$ cat config.mk
export PLATFORM = sky130hd
export DESIGN_NAME = mrsd_mode_register_six_decode
export DESIGN_NICKNAME = d
export VERILOG_FILES = /design/src/mrsd_pkg.sv /design/src/mrsd_cfg_if.sv /design/src/mrsd_field_decode.sv /design/src/mrsd_mode_register_six_decode.sv
export SDC_FILE = /design/constraint.sdc
export NUM_CORES = 1
export LEC_CHECK = 0
export BUFFER_PORTS_ARGS = -buffer_cell sky130_fd_sc_hd__buf_4
export CAP_MARGIN = 25
export CORE_UTILIZATION = 48
export DETAILED_ROUTE_END_ITERATION = 8
export GPL_TIMING_DRIVEN = 0
export HOLD_SLACK_MARGIN = 0.06
export PLACE_DENSITY = 0.75
export SLEW_MARGIN = 25
export SYNTH_ARGS = -nofsm -noshare
export SYNTH_HDL_FRONTEND = slang
export SYNTH_SLANG_ARGS = --single-unit
$ cat constraint.sdc
create_clock -name ref_clk -period 2.5 [get_ports ref_clk]
set_input_delay 0.25 -clock ref_clk [delete_from_list [all_inputs] [get_ports ref_clk]]
set_output_delay 0.25 -clock ref_clk [all_outputs]
set_load 0.02 [all_outputs]
$ cat src/mrsd_pkg.sv
// Constants, field layout and decode functions for the timing and reference mode register.
// Assumes a single 25 MHz device clock domain.
`default_nettype none
package mrsd_pkg;

	// ----------------------------------------
	// Pin bundle and command encoding
	// ----------------------------------------
	localparam int ADDR_W = 18;
	localparam int PIN_W = 27;
	// Command pins ordered cs_n, act_n, ras_n, cas_n, we_n
	localparam logic [4:0] CMD_MODE_SET = 5'h08;
	localparam logic [2:0] SEL_TIMING_VREF = 3'h6;
	localparam logic [2:0] SEL_CONTROL_WORD = 3'h7;

	// ----------------------------------------
	// Field positions in the address bus
	// ----------------------------------------
	localparam int SPACING_LO = 10;
	localparam int SPACING_HI = 12;
	localparam int TRAIN_EN_BIT = 7;
	localparam int TRAIN_RANGE_BIT = 6;
	localparam int REF_CODE_HI = 5;
	localparam int REF_CODE_LO = 0;
	localparam logic [ADDR_W-1:0] RSVD_ADDR_MASK = 18'h22300;

	// ----------------------------------------
	// Reset values and decode figures
	// ----------------------------------------
	localparam logic [2:0] SPACING_CODE_RST = 3'h0;
	localparam logic [5:0] REF_CODE_RST = 6'h00;
	localparam logic [2:0] SPACING_CODE_MAX = 3'h4;
	localparam logic [3:0] SPACING_BASE = 4'h4;
	localparam logic [10:0] LOCK_LOW = 11'h255;
	localparam logic [10:0] LOCK_MID = 11'h300;
	localparam logic [10:0] LOCK_HIGH = 11'h400;
	localparam logic [2:0] LOCK_MID_CODE = 3'h2;
	localparam logic [2:0] LOCK_HIGH_CODE = 3'h3;
	// Reference level in hundredths of a percent
	localparam logic [13:0] LEVEL_BASE_HIGH = 14'h1770;
	localparam logic [13:0] LEVEL_BASE_LOW = 14'h1194;
	localparam logic [13:0] LEVEL_STEP = 14'h0041;
	localparam logic [5:0] REF_CODE_MAX = 6'h32;

	typedef struct packed {
		logic [2:0] spacing_code;
		logic train_en;
		logic train_range;
		logic [5:0] ref_code;
	} mrsd_cfg_t;

	function automatic logic [3:0] mrsd_spacing_of(input logic [2:0] code);
		if (code > SPACING_CODE_MAX)
			return 4'h0;
		return SPACING_BASE + {1'b0, code};
	endfunction

	function automatic logic [10:0] mrsd_lock_of(input logic [2:0] code);
		if (code > SPACING_CODE_MAX)
			return 11'h000;
		if (code < LOCK_MID_CODE)
			return LOCK_LOW;
		if (code == LOCK_MID_CODE)
			return LOCK_MID;
		return LOCK_HIGH;
	endfunction

	function automatic logic [13:0] mrsd_level_of(input logic low_range, input logic [5:0] code);
		logic [13:0] base;
		base = low_range ? LEVEL_BASE_LOW : LEVEL_BASE_HIGH;
		return base + 14'({8'h00, code} * LEVEL_STEP);
	endfunction

endpackage
`default_nettype wire
$ cat src/mrsd_cfg_if.sv
// Carries the stored register fields from the capture logic to the field decoder.
// Assumes both ends sit on the same clock.
`timescale 1ns/1ps
`default_nettype none
interface mrsd_cfg_if;
	mrsd_pkg::mrsd_cfg_t cfg;
	modport src (output cfg);
	modport dst (input cfg);
endinterface
`default_nettype wire

$ cat src/mrsd_field_decode.sv
// Registered decode of the stored fields into cycle counts and reference level.
// Assumes the fields arrive from the capture register on the same clock.
`timescale 1ns/1ps
`default_nettype none
module mrsd_field_decode
(
	// Clock and reset
	input wire logic ref_clk,
	input wire logic rst,
	// Stored fields
	mrsd_cfg_if.dst cfg_in,
	// Decoded results
	output logic [3:0] spacing_cycles,
	output logic [10:0] dll_lock_cycles,
	output logic spacing_reserved,
	output logic training_mode,
	output logic training_range_low,
	output logic [13:0] ref_level,
	output logic ref_code_reserved
);

	always_ff @(posedge ref_clk)
	begin
		if (rst)
		begin
			spacing_cycles <= mrsd_pkg::mrsd_spacing_of(mrsd_pkg::SPACING_CODE_RST);
			dll_lock_cycles <= mrsd_pkg::mrsd_lock_of(mrsd_pkg::SPACING_CODE_RST);
			spacing_reserved <= 1'b0;
		end
		else
		begin
			spacing_cycles <= mrsd_pkg::mrsd_spacing_of(cfg_in.cfg.spacing_code);
			dll_lock_cycles <= mrsd_pkg::mrsd_lock_of(cfg_in.cfg.spacing_code);
			spacing_reserved <= cfg_in.cfg.spacing_code > mrsd_pkg::SPACING_CODE_MAX;
		end
	end

	always_ff @(posedge ref_clk)
	begin
		if (rst)
		begin
			training_mode <= 1'b0;
			training_range_low <= 1'b0;
			ref_level <= mrsd_pkg::mrsd_level_of(1'b0, mrsd_pkg::REF_CODE_RST);
			ref_code_reserved <= 1'b0;
		end
		else
		begin
			training_mode <= cfg_in.cfg.train_en;
			training_range_low <= cfg_in.cfg.train_range;
			ref_level <= mrsd_pkg::mrsd_level_of(cfg_in.cfg.train_range, cfg_in.cfg.ref_code);
			ref_code_reserved <= cfg_in.cfg.ref_code > mrsd_pkg::REF_CODE_MAX;
		end
	end

endmodule
`default_nettype wire

$ cat src/mrsd_mode_register_six_decode.sv
// Capture and decode of the timing and reference mode register from command pins.
// Assumes command, bank and address pins come from outside and are sampled on ref_clk.
`timescale 1ns/1ps
`default_nettype none
module mrsd_mode_register_six_decode
(
	// Clock and reset
	input wire logic ref_clk,
	input wire logic rst,
	// Command pins
	input wire logic cs_n,
	input wire logic act_n,
	input wire logic ras_n,
	input wire logic cas_n,
	input wire logic we_n,
	// Bank group, bank and address pins
	input wire logic [1:0] bg,
	input wire logic [1:0] ba,
	input wire logic [mrsd_pkg::ADDR_W-1:0] addr,
	// Write status
	output logic config_written,
	output logic reserved_bits_seen,
	// Decoded configuration
	output logic [3:0] spacing_cycles,
	output logic [10:0] dll_lock_cycles,
	output logic spacing_reserved,
	output logic training_mode,
	output logic training_range_low,
	output logic [13:0] ref_level,
	output logic ref_code_reserved
);

	// ----------------------------------------
	// Pin synchroniser
	// ----------------------------------------
	logic [mrsd_pkg::PIN_W-1:0] pin_s1_reg;
	logic [mrsd_pkg::PIN_W-1:0] pin_s2_reg;

	always_ff @(posedge ref_clk)
	begin
		if (rst)
		begin
			pin_s1_reg <= '1;
			pin_s2_reg <= '1;
		end
		else
		begin
			pin_s1_reg <= {cs_n, act_n, ras_n, cas_n, we_n, bg, ba, addr};
			pin_s2_reg <= pin_s1_reg;
		end
	end

	// ----------------------------------------
	// Command decode
	// ----------------------------------------
	logic [4:0] cmd_s;
	logic bg1_s;
	logic [2:0] sel_s;
	logic [mrsd_pkg::ADDR_W-1:0] addr_s;
	logic mode_set;
	logic hit_this;

	assign cmd_s = pin_s2_reg[mrsd_pkg::PIN_W-1 -: 5];
	assign bg1_s = pin_s2_reg[mrsd_pkg::ADDR_W+3];
	assign sel_s = pin_s2_reg[mrsd_pkg::ADDR_W+2 -: 3];
	assign addr_s = pin_s2_reg[mrsd_pkg::ADDR_W-1:0];
	assign mode_set = cmd_s == mrsd_pkg::CMD_MODE_SET;
	// Select 111 (control word, also the eighth register) falls through here
	assign hit_this = mode_set && sel_s == mrsd_pkg::SEL_TIMING_VREF;

	// ----------------------------------------
	// Configuration register
	// ----------------------------------------
	mrsd_cfg_if cfg_bus ();
	mrsd_pkg::mrsd_cfg_t cfg_reg;
	mrsd_pkg::mrsd_cfg_t cfg_next;

	always_comb
	begin
		cfg_next.spacing_code = addr_s[mrsd_pkg::SPACING_HI:mrsd_pkg::SPACING_LO];
		cfg_next.train_en = addr_s[mrsd_pkg::TRAIN_EN_BIT];
		cfg_next.train_range = addr_s[mrsd_pkg::TRAIN_RANGE_BIT];
		cfg_next.ref_code = addr_s[mrsd_pkg::REF_CODE_HI:mrsd_pkg::REF_CODE_LO];
	end

	always_ff @(posedge ref_clk)
	begin
		if (rst)
			cfg_reg <= '{mrsd_pkg::SPACING_CODE_RST, 1'b0, 1'b0, mrsd_pkg::REF_CODE_RST};
		else if (hit_this)
			cfg_reg <= cfg_next;
	end

	assign cfg_bus.cfg = cfg_reg;

	// Write strobe and reserved bit check, informative only
	always_ff @(posedge ref_clk)
	begin
		if (rst)
		begin
			config_written <= 1'b0;
			reserved_bits_seen <= 1'b0;
		end
		else
		begin
			config_written <= hit_this;
			if (hit_this)
				reserved_bits_seen <= bg1_s || |(addr_s & mrsd_pkg::RSVD_ADDR_MASK);
		end
	end

	// ----------------------------------------
	// Field decoder
	// ----------------------------------------
	mrsd_field_decode u_decode
	(
		.ref_clk(ref_clk),
		.rst(rst),
		.cfg_in(cfg_bus),
		.spacing_cycles(spacing_cycles),
		.dll_lock_cycles(dll_lock_cycles),
		.spacing_reserved(spacing_reserved),
		.training_mode(training_mode),
		.training_range_low(training_range_low),
		.ref_level(ref_level),
		.ref_code_reserved(ref_code_reserved)
	);

	// ----------------------------------------
	// Checks
	// ----------------------------------------
	a_select_capture: assert property (@(posedge ref_clk) disable iff (rst)
		hit_this |=> cfg_reg == $past(cfg_next))
		else $error("register not captured on its select");

	a_control_word_ignored: assert property (@(posedge ref_clk) disable iff (rst)
		(mode_set && sel_s == mrsd_pkg::SEL_CONTROL_WORD) |=> $stable(cfg_reg) && !config_written)
		else $error("control word select altered state");

	a_other_select_ignored: assert property (@(posedge ref_clk) disable iff (rst)
		!hit_this |=> $stable(cfg_reg) ##1 $stable(training_mode) && $stable(ref_level))
		else $error("foreign select changed outputs");

	a_spacing_table: assert property (@(posedge ref_clk) disable iff (rst)
		hit_this && addr_s[mrsd_pkg::SPACING_HI:mrsd_pkg::SPACING_LO] == 3'h3
		|=> ##1 spacing_cycles == 4'h7 && !spacing_reserved)
		else $error("spacing code 011 not seven cycles");

	a_lock_table: assert property (@(posedge ref_clk) disable iff (rst)
		hit_this && addr_s[mrsd_pkg::SPACING_HI:mrsd_pkg::SPACING_LO] == 3'h2
		|=> ##1 dll_lock_cycles == 11'h300)
		else $error("lock time for code 010 wrong");

	a_training_enable: assert property (@(posedge ref_clk) disable iff (rst)
		hit_this |=> ##1 training_mode == $past(addr_s[mrsd_pkg::TRAIN_EN_BIT], 2))
		else $error("training enable not applied");

	a_training_range: assert property (@(posedge ref_clk) disable iff (rst)
		hit_this |=> ##1 training_range_low == $past(addr_s[mrsd_pkg::TRAIN_RANGE_BIT], 2))
		else $error("training range not applied");

	a_ref_level: assert property (@(posedge ref_clk) disable iff (rst)
		hit_this && !addr_s[mrsd_pkg::TRAIN_RANGE_BIT]
		&& addr_s[mrsd_pkg::REF_CODE_HI:mrsd_pkg::REF_CODE_LO] == 6'h32
		|=> ##1 ref_level == 14'h2422 && !ref_code_reserved)
		else $error("top code not 92.50 percent");

	a_write_strobe: assert property (@(posedge ref_clk) disable iff (rst)
		hit_this |=> config_written)
		else $error("accepted write gave no strobe");

	a_no_stray_strobe: assert property (@(posedge ref_clk) disable iff (rst)
		!hit_this |=> !config_written)
		else $error("strobe without an accepted write");

	a_reserved_set: assert property (@(posedge ref_clk) disable iff (rst)
		hit_this && (bg1_s || (addr_s & mrsd_pkg::RSVD_ADDR_MASK) != '0)
		|=> reserved_bits_seen)
		else $error("reserved bit write not flagged");

	a_reserved_clear: assert property (@(posedge ref_clk) disable iff (rst)
		hit_this && !bg1_s && (addr_s & mrsd_pkg::RSVD_ADDR_MASK) == '0
		|=> !reserved_bits_seen)
		else $error("clean write left reserved flag set");

	a_reserved_hold: assert property (@(posedge ref_clk) disable iff (rst)
		!hit_this |=> $stable(reserved_bits_seen))
		else $error("reserved flag moved without a write");

	a_spacing_lowest: assert property (@(posedge ref_clk) disable iff (rst)
		hit_this && addr_s[mrsd_pkg::SPACING_HI:mrsd_pkg::SPACING_LO] == 3'h0
		|=> ##1 spacing_cycles == 4'h4 && dll_lock_cycles == 11'h255)
		else $error("code 000 not four cycles and 597 lock");

	a_spacing_second: assert property (@(posedge ref_clk) disable iff (rst)
		hit_this && addr_s[mrsd_pkg::SPACING_HI:mrsd_pkg::SPACING_LO] == 3'h1
		|=> ##1 spacing_cycles == 4'h5 && dll_lock_cycles == 11'h255)
		else $error("code 001 not five cycles");

	a_spacing_highest: assert property (@(posedge ref_clk) disable iff (rst)
		hit_this && addr_s[mrsd_pkg::SPACING_HI:mrsd_pkg::SPACING_LO] == 3'h4
		|=> ##1 spacing_cycles == 4'h8 && dll_lock_cycles == 11'h400)
		else $error("code 100 not eight cycles");

	a_spacing_reserved: assert property (@(posedge ref_clk) disable iff (rst)
		hit_this
		&& addr_s[mrsd_pkg::SPACING_HI:mrsd_pkg::SPACING_LO] > mrsd_pkg::SPACING_CODE_MAX
		|=> ##1 spacing_reserved && spacing_cycles == 4'h0
		&& dll_lock_cycles == 11'h000)
		else $error("reserved spacing code not flagged");

	a_level_low_base: assert property (@(posedge ref_clk) disable iff (rst)
		hit_this && addr_s[mrsd_pkg::TRAIN_RANGE_BIT]
		&& addr_s[mrsd_pkg::REF_CODE_HI:mrsd_pkg::REF_CODE_LO] == 6'h00
		|=> ##1 ref_level == 14'h1194)
		else $error("lower range does not start at 45 percent");

	a_code_reserved: assert property (@(posedge ref_clk) disable iff (rst)
		hit_this
		&& addr_s[mrsd_pkg::REF_CODE_HI:mrsd_pkg::REF_CODE_LO] > mrsd_pkg::REF_CODE_MAX
		|=> ##1 ref_code_reserved)
		else $error("code above 110010 not flagged");

	a_decode_hold: assert property (@(posedge ref_clk) disable iff (rst)
		!hit_this |=> ##1 $stable(spacing_cycles) && $stable(dll_lock_cycles)
		&& $stable(training_range_low) && $stable(ref_code_reserved))
		else $error("decoded outputs moved without a write");

endmodule
`default_nettype wire

# == Word-level counts from Yosys, hierarchy flattened ==
# Cells that the tools add are included.
# op_classes
add_sub_neg,2
n_mul,1
div,0
order_cmp,3
n_eq_ne,3
n_shift,0
muxes,18
bitwise,0
reduce_logical,3
# ops
cell,n
$mux 11,7
$add 14x13->14,1
$mul 6x7->13 const B,1
$mux 1,9
$mux 4,2
$gt 6x6->1 const B,1
$eq 5x4->1 const B,1
$add 3x3->4 const A,1
$reduce_or 4->1,1
$eq 3x2->1 const B,1
$eq 3x3->1 const B,1
$gt 3x3->1 const B,1
$lt 3x2->1 const B,1
$logic_and 1x1->1,1
$logic_or 1x1->1,1
# totals
regBits,100
latch_bits,0
ramBits,0
mem_bits_ro,0
in_bits,29
out_inout_bits,35
memories,0

# == Depth between registers and ports, before layout ==
# Gate-level depths: netlist of run 1.
# depth
word_depth,11
mapped_depth,10
mapped_depth_nobuf,10

# == Modules after synthesis ==
# A second synthesis of run 1 with hierarchy kept.
# hier_totals
hier_cells,289
hier_area_um2,3059.2
# by_module_without_submodules
module,instances,cells_each,area_per_inst_um2,seq_area_each_um2
mrsd_mode_register_six_decode,1,161,1814.2,1221.2
mrsd_field_decode,1,128,1244.9,520.5

# == Worst setup path after synthesis of run 1 ==
# OpenSTA, ideal clock, no wires.
# synth_path
path_type,reg-to-reg
startpoint,register cfg_reg (netlist bit cfg_bus.cfg[4])
endpoint,register u_decode.ref_level[11]
setup_ns,0.121
arrival_time_ns,2.239
t_required_ns,2.379
setup_slack_ns,0.140
path_stages_with_launch,11
period_less_slack_ns,2.360
path_cell_list,dfxtp_1 -> ha_1 -> ha_1 -> inv_1 -> fa_1 -> inv_1 -> ha_1 -> a21oi_1 -> o21ai_2 -> a31oi_1 -> mux2_2
# synth_between
elab_chain_cells,2
# synth_rtl
element,line_no,text
start: declaration,mrsd_mode_register_six_decode.sv:75,mrsd_pkg::mrsd_cfg_t cfg_reg;
start signal: assignment,mrsd_mode_register_six_decode.sv:89,"cfg_reg <= '{mrsd_pkg::SPACING_CODE_RST, 1'b0, 1'b0, mrsd_pkg::REF_CODE_RST};"
start signal: assignment,mrsd_mode_register_six_decode.sv:91,cfg_reg <= cfg_next;
$mul 6x7->13,mrsd_pkg.sv:71,"return base + 14'({8'h00, code} * LEVEL_STEP);"
$add 14x13->14,mrsd_pkg.sv:71,
end signal: assignment,mrsd_field_decode.sv:44,"ref_level <= mrsd_pkg::mrsd_level_of(1'b0, mrsd_pkg::REF_CODE_RST);"
end signal: assignment,mrsd_field_decode.sv:51,"ref_level <= mrsd_pkg::mrsd_level_of(cfg_in.cfg.train_range, cfg_in.cfg.ref_code);"
end: declaration,mrsd_field_decode.sv:18,"output logic [13:0] ref_level,"
# No other way between the ends.
# A chain may end at the register's enable or synchronous reset.

# == Worst setup path in the final report of run 1 ==
# Same ends and word-level chain as after synthesis.

==> results of run 1 <==
final timing paths:
kind | startpoint | to | cells after the start
worst max-delay path | cfg_bus.cfg[4] | u_decode.ref_level[11] | 8
worst min-delay path | addr[6] | pin_s1_reg[6] | 2
worst max register to register | cfg_bus.cfg[4] | u_decode.ref_level[11] | 8
worst min register to register | pin_s1_reg[18] | pin_s2_reg[18] | 1
critical path, delay by kind of cell (launching register included):
kind | cells | cell delay (ns)
flops | 1 | 0.37
fa+ha+maj | 4 | 1.11
mux | 1 | 0.34
compound gates | 3 | 0.46
layout make-up:
class / instances / area share
flip-flops and latches: 87 / 0.4666
multi-input cells: 157 / 0.3045
repair buffers: 57 / 0.1143
clock buffers: 10 / 0.03409
plain buffers: 18 / 0.02774
well taps: 75 / 0.02507
clock inverters: 6 / 0.01872
inverters: 9 / 0.009024
repair_timing:
action | CTS | global route
setup endpoints to repair | 1 | 1
gates resized for setup | 3 | 2
setup buffers | 0 | 1
pin swaps | 0 | 3
gates cloned | 0 | 0
kinds of logic (layout without fill, tap and decap cells):
family                   Yosys count  after routing  share of synthesized area
multiplexers                      13             13                    0.04386
AO/OA/AOI/OAI                     23             23                    0.05263
AND/OR/NAND/NOR                   97             97                     0.1901
adder cells (fa/ha/maj)           17             17                    0.07602
buffers and inverters             27            100                    0.04595
other                              1              4                   0.001252
flip-flops                        87             87                     0.5815
XOR/XNOR                           3              3                   0.008774
power by group:
part           internal (uW)  switching [uW]
sequential              1420            7.99
clock                    469             481
combinational           56.8            37.8
through the flow:
| step | hold WS, ns | power (uW) | cells |
|---|---|---|---|
| final | 0.08031 | 2471 | 419 |
| after CTS | 0.06539 | 2498 | 418 |
| after global placement | 0.3924 | 1555 | 402 |
| after detailed placement | 0.3932 | 1557 | 402 |
| after global routing | 0.06284 | 2566 | 419 |
| after floorplan | 0.3538 | 1513 | 271 |
metal layers:
metal,GRT usage,up-vias
met3,0.05393,6
met4,0.08036,0
met5,0,-
met2,0.2630,48
li1,-,994
met1,0.1681,837
cells in the mapped netlist, drive strengths merged (3+ instances only):
cell type and n:
a31oi 3, o21bai 5, nor2 22, clkbuf 8
ha 15, nand2 5, dfxtp 87, a21oi 7
nor3 3, mux2i 12, or2 50, nand2b 4
nor2b 7, xnor2 3, inv 9, buf 10
==> impl_metrics.env, run 1 <==
export IMPL_multiInputGateArea_sq_um=1140
export IMPL_cp_data_arrival_time_ns=2.63
export IMPL_routed_wl_mm=4.600
export IMPL_viasPerCell=4.499
export IMPL_clock_fmax_mhz=416.8
export IMPL_synth_seq_area_share=0.5815
export IMPL_drc=0
export IMPL_antenna_found_initial=0
export IMPL_area_growth_pct=24.98
export IMPL_clk_latency_ns=0.34
export IMPL_hold_viol=0
export IMPL_grt_max_degree=16
export IMPL_final_cell_mix="85 x dfxtp_1, 64 x buf_4, 50 x or2_2"
export IMPL_numCtsBuffers=9
export IMPL_vias=1885
export IMPL_worstHoldPathType="primary input to register"
export IMPL_setup_viol=0
export IMPL_slowest_delay_ns=0.37
export IMPL_grt_pass1_wl_mm=7.341
export IMPL_status="complete, no violations"
export IMPL_yosysTopAreaCell="dfxtp_1"
export IMPL_synth_cells=268
export IMPL_ant_nets=0
export IMPL_first_global_vias=1659
export IMPL_final_common_cell="dfxtp_1"
export IMPL_die_area_sq_um=6560
export IMPL_cts_tree="yes"
export IMPL_place_gp_congestion=0.8137
export IMPL_crit_top_cell="ha_1"
export IMPL_utilization=0.6286
export IMPL_crit_required_ns=2.73
export IMPL_die_y_microns=81.00
export IMPL_min_period_ns=2.399
export IMPL_seq_area_sq_um=1747
export IMPL_drt_iter0_drc=44
export IMPL_synth_edf_count=0
export IMPL_fin_nets=385
export IMPL_route_met3_wl_microns=246
export IMPL_wl_per_cell_microns=10.98
export IMPL_yosys_warnings=0
export IMPL_start_util=0.5029
export IMPL_cp_end_kind="register"
export IMPL_max_slew_worst_pin_slew_ns=0.5014
export IMPL_finalWorstSetupSlack_ns=0.1008
export IMPL_fp_row_count=28
export IMPL_async_flop_share=0
export IMPL_max_cap_violations=0
export IMPL_track_usage=0.1542
export IMPL_clk_path_buf_depth=2
export IMPL_clockRootBuffer="clkbuf_8"
export IMPL_coreArea_sq_um=5956
export IMPL_synth_avg_cell_area_sq_um=11.18
export IMPL_peakVddDrop_mv=0.4033
export IMPL_grt_overflow_total=0
export IMPL_cts_sinks=87
export IMPL_clk_pin_slew_ns=0.09
export IMPL_powerDensity_nw_per_um2=660.0
export IMPL_wl_met1_mm=2.043
export IMPL_yosys_top_cells_area="dfxtp_1 58%, or2_2 10%, ha_1 6.3%, mux2i_1 4.0%, nor2_1 2.8%"
export IMPL_tns_ns=0
export IMPL_io_buffers=56
export IMPL_place_hpwl_mm=3.294
export IMPL_leakage_uw=0.001709
export IMPL_placed_area_sq_um=3521
export IMPL_drv_slew=0
export IMPL_place_ws_ns=-0.01550
export IMPL_start_kind="register"
export IMPL_antenna_diode_count=0
export IMPL_drive_gt1_frac=0.4099
export IMPL_ys_flop_type="dfxtp_1"
export IMPL_fill_cells=512
export IMPL_die_x_microns=81.00
export IMPL_slew_headroom=0.6657
export IMPL_first_pass_iters=4
export IMPL_rsz0062_at_grt="no"
export IMPL_skew_ns=0.007481
export IMPL_ios=64
export IMPL_synth_seq_cells=87
export IMPL_path_max_fanout=5
export IMPL_top_layer="met4"
export IMPL_yosysUniqueCellTypes=35
export IMPL_r2r_setup_slack_ns=0.10
export IMPL_cts_hold_buf=0
export IMPL_crit_type="register to register"
export IMPL_crit_path_top_delay_cell="dfxtp_4"
export IMPL_path_cells="ha_1, ha_1, ha_1, ha_1, a31oi_4, o21ai_2, a31oi_1, mux2_2"
export IMPL_fin_crit_sh=0.9597
export IMPL_wl_met2_mm=2.229
export IMPL_yosysTopAreaCellShare=0.5815
export IMPL_syn_area_sq_um=2995
export IMPL_htreeDepth=3
export IMPL_final_area_sq_um=3744
(Power assumes the default switching activity.)
==> run 2: changes to the inputs <==
--- a/config.mk
+++ b/config.mk
@@ -11,7 +11,7 @@
 export DETAILED_ROUTE_END_ITERATION = 8
 export GPL_TIMING_DRIVEN = 0
 export HOLD_SLACK_MARGIN = 0.06
-export PLACE_DENSITY = 0.75
+export PLACE_DENSITY = 0.83
 export SLEW_MARGIN = 25
 export SYNTH_ARGS = -nofsm -noshare
 export SYNTH_HDL_FRONTEND = slang
==> run 2 against run 1 <==
Highest routed layer unchanged. Core utilization up 0.71 points. Combinational power rose by 2%. Global-route usage grew 1.5 points. Clock power rose by 18%. Wire length up 9.7%. Register-to-register slack lost 0.04 ns. Sequential power about the same. Hold slack better by 0.0092 ns. Worst setup slack got worse by 0.037 ns. Cell area up 1.1%. Critical path depth did not move. Largest cell class unchanged.
==> impl_metrics.env, run 2 (synthesis results as in run 1) <==
export IMPL_die_area_sq_um=6560
export IMPL_combinationalPowerShare=0.036
export IMPL_crit_top_cell="ha_1"
export IMPL_htreeDepth=3
export IMPL_fp_row_count=28
export IMPL_vias=1948
export IMPL_place_hpwl_mm=3.616
export IMPL_place_gp_congestion=0.8055
export IMPL_routed_wl_mm=5.048
export IMPL_grt_busiest_layer="met2"
export IMPL_grt_overflow_total=0
export IMPL_ios=64
export IMPL_grt_use_met1=0.1955
export IMPL_antenna_diode_count=0
export IMPL_coreArea_sq_um=5956
export IMPL_placed_area_sq_um=3521
export IMPL_clock_power_share=0.423
export IMPL_stdcell_count=419
export IMPL_drt_iter0_drc=62
export IMPL_final_area_sq_um=3786
export IMPL_utilization=0.6357
export IMPL_min_period_ns=2.437
export IMPL_place_inst=402
export IMPL_die_y_microns=81.00
export IMPL_hold_path_depth=2
export IMPL_worstHoldPathType="primary input to register"
export IMPL_setup_viol=0
export IMPL_clockRootBuffer="clkbuf_8"
export IMPL_path_max_fanout=5
export IMPL_switchingPower_uw=497.5
export IMPL_skew_ns=0.004689
export IMPL_first_global_vias=1816
export IMPL_numCtsBuffers=9
export IMPL_max_cap_violations=0
export IMPL_clk_latency_ns=0.34
export IMPL_grt_max_degree=15
export IMPL_track_usage=0.1692
export IMPL_status="complete, no violations"
export IMPL_finalPower_uw=2640
export IMPL_p_int_uw=2142
export IMPL_final_common_cell="dfxtp_1"
export IMPL_min_from="ras_n"
export IMPL_cts_tree="yes"
export IMPL_cp_data_arrival_time_ns=2.67
export IMPL_final_cell_mix="85 x dfxtp_1, 64 x buf_4, 50 x or2_2"
export IMPL_cts_sinks=87
export IMPL_critPathTopFamily="adder cells"
export IMPL_area_growth_pct=26.40
export IMPL_clk_pin_slew_ns=0.08
export IMPL_use_met2=0.2765
export IMPL_holdPathEnd="pin_s1_reg[24]"
export IMPL_start_kind="register"
export IMPL_crit_path_top_delay_cell="dfxtp_4"
export IMPL_grt_pass1_wl_mm=8.031
export IMPL_crit_type="register to register"
export IMPL_seq_power_share=0.541
export IMPL_tns_ns=0
export IMPL_grtUsageMet3=0.05281
export IMPL_ant_nets=0
export IMPL_fin_crit_sh=0.9746
export IMPL_slowest_delay_ns=0.37
export IMPL_cp_end_kind="register"
export IMPL_hold_viol=0
export IMPL_fin_nets=385
export IMPL_clock_fmax_mhz=410.4
export IMPL_swShare=0.1885
export IMPL_peakVddDrop_mv=0.3393
export IMPL_r2r_setup_slack_ns=0.06
export IMPL_r2r_start="cfg_bus.cfg[4]"
export IMPL_start_util=0.5029
export IMPL_first_pass_iters=4
export IMPL_leakage_uw=0.001725
export IMPL_drive_gt1_frac=0.4099
export IMPL_powerDensity_nw_per_um2=697.2
export IMPL_wl_per_cell_microns=12.05
export IMPL_drc=0
export IMPL_antenna_found_initial=0
export IMPL_r2r_end="u_decode.ref_level[11]"
export IMPL_io_buffers=56
export IMPL_clk_path_buf_depth=2
export IMPL_viasPerCell=4.649
export IMPL_r2r_cells=8
export IMPL_drv_slew=0
export IMPL_cp_num_buf_inv=0
export IMPL_crit_required_ns=2.73
export IMPL_path_cells="ha_1, ha_1, ha_1, ha_1, a31oi_4, o21ai_2, a31oi_1, mux2_2"
export IMPL_die_x_microns=81.00
==> run 2: cell types whose count changed in the layout (fill, tap and decap cells not counted), sizes merged <==
| cell | previous run | this run |
|---|---|---|
| clkbuf | 18 | 19 |
| clkinvlp | 2 | 1 |
| bufinv | 1 | 3 |
| clkinv | 2 | 1 |
| inv | 10 | 9 |
==> run 2: area by class of cell <==
cell class              instances  area (sq um)
clock inverters                 5         106.4
flip-flops and latches         87          1747
well taps                      75         93.84
fillers                       491          2170
clock buffers                  11         131.4
plain buffers                  18         103.9
multi-input cells             157          1142
repair buffers                 57         427.9
inverters                       9         33.78
==> run 2: metrics by stage <==
step / hold slack (ns) / setup WS (ns)
finish: 0.08952 / 0.06342
global route: 0.06313 / -0.03458
CTS: 0.07090 / 0.002012
detailed placement: 0.3928 / -0.04674
global placement: 0.3912 / -0.01113
floorplan: 0.3538 / 0.1398
==> run 2: how the worst max path moves through the flow <==
stage,startpoint,endpoint,slack (ns),cells past startpoint
floorplan,cfg_bus.cfg[4],u_decode.ref_level[11],0.14,10
global placement,cfg_bus.cfg[4],u_decode.ref_level[11],-0.01,8
detailed placement,cfg_bus.cfg[4],u_decode.ref_level[11],-0.05,10
CTS,cfg_bus.cfg[4],u_decode.ref_level[11],0.002,8
global route,cfg_bus.cfg[4],u_decode.ref_level[10],-0.03,8
finish,cfg_bus.cfg[4],u_decode.ref_level[11],0.06,8
==> run 2: power groups by stage <==
| stage | registers [uW] | clock network [uW] | logic, uW |
|---|---|---|---|
| 2_1_floorplan | 1460 | 0 | 54.5 |
| 3_3_place_gp | 1460 | 0 | 94.2 |
| 3_5_place_dp | 1460 | 0 | 96.5 |
| 4_1_cts | 1430 | 1150 | 97.2 |
| 5_1_grt | 1430 | 1210 | 106 |
| 6_report | 1430 | 1120 | 96.3 |
==> run 2: routing by layer <==
layer	up-vias	share of wire	wire length, microns
li1	995	-	-
met1	884	0.43	2174
met2	58	0.49	2467
met3	11	0.055	279
met4	0	0.025	126
met5	-	0	0
==> run 2: repair_timing <==
item	in CTS	in global routing
resized for setup	2	4
cloned	0	0
setup buffers	0	1
hold buffers	0	0
pin swaps	0	2
setup endpoints to repair	1	1
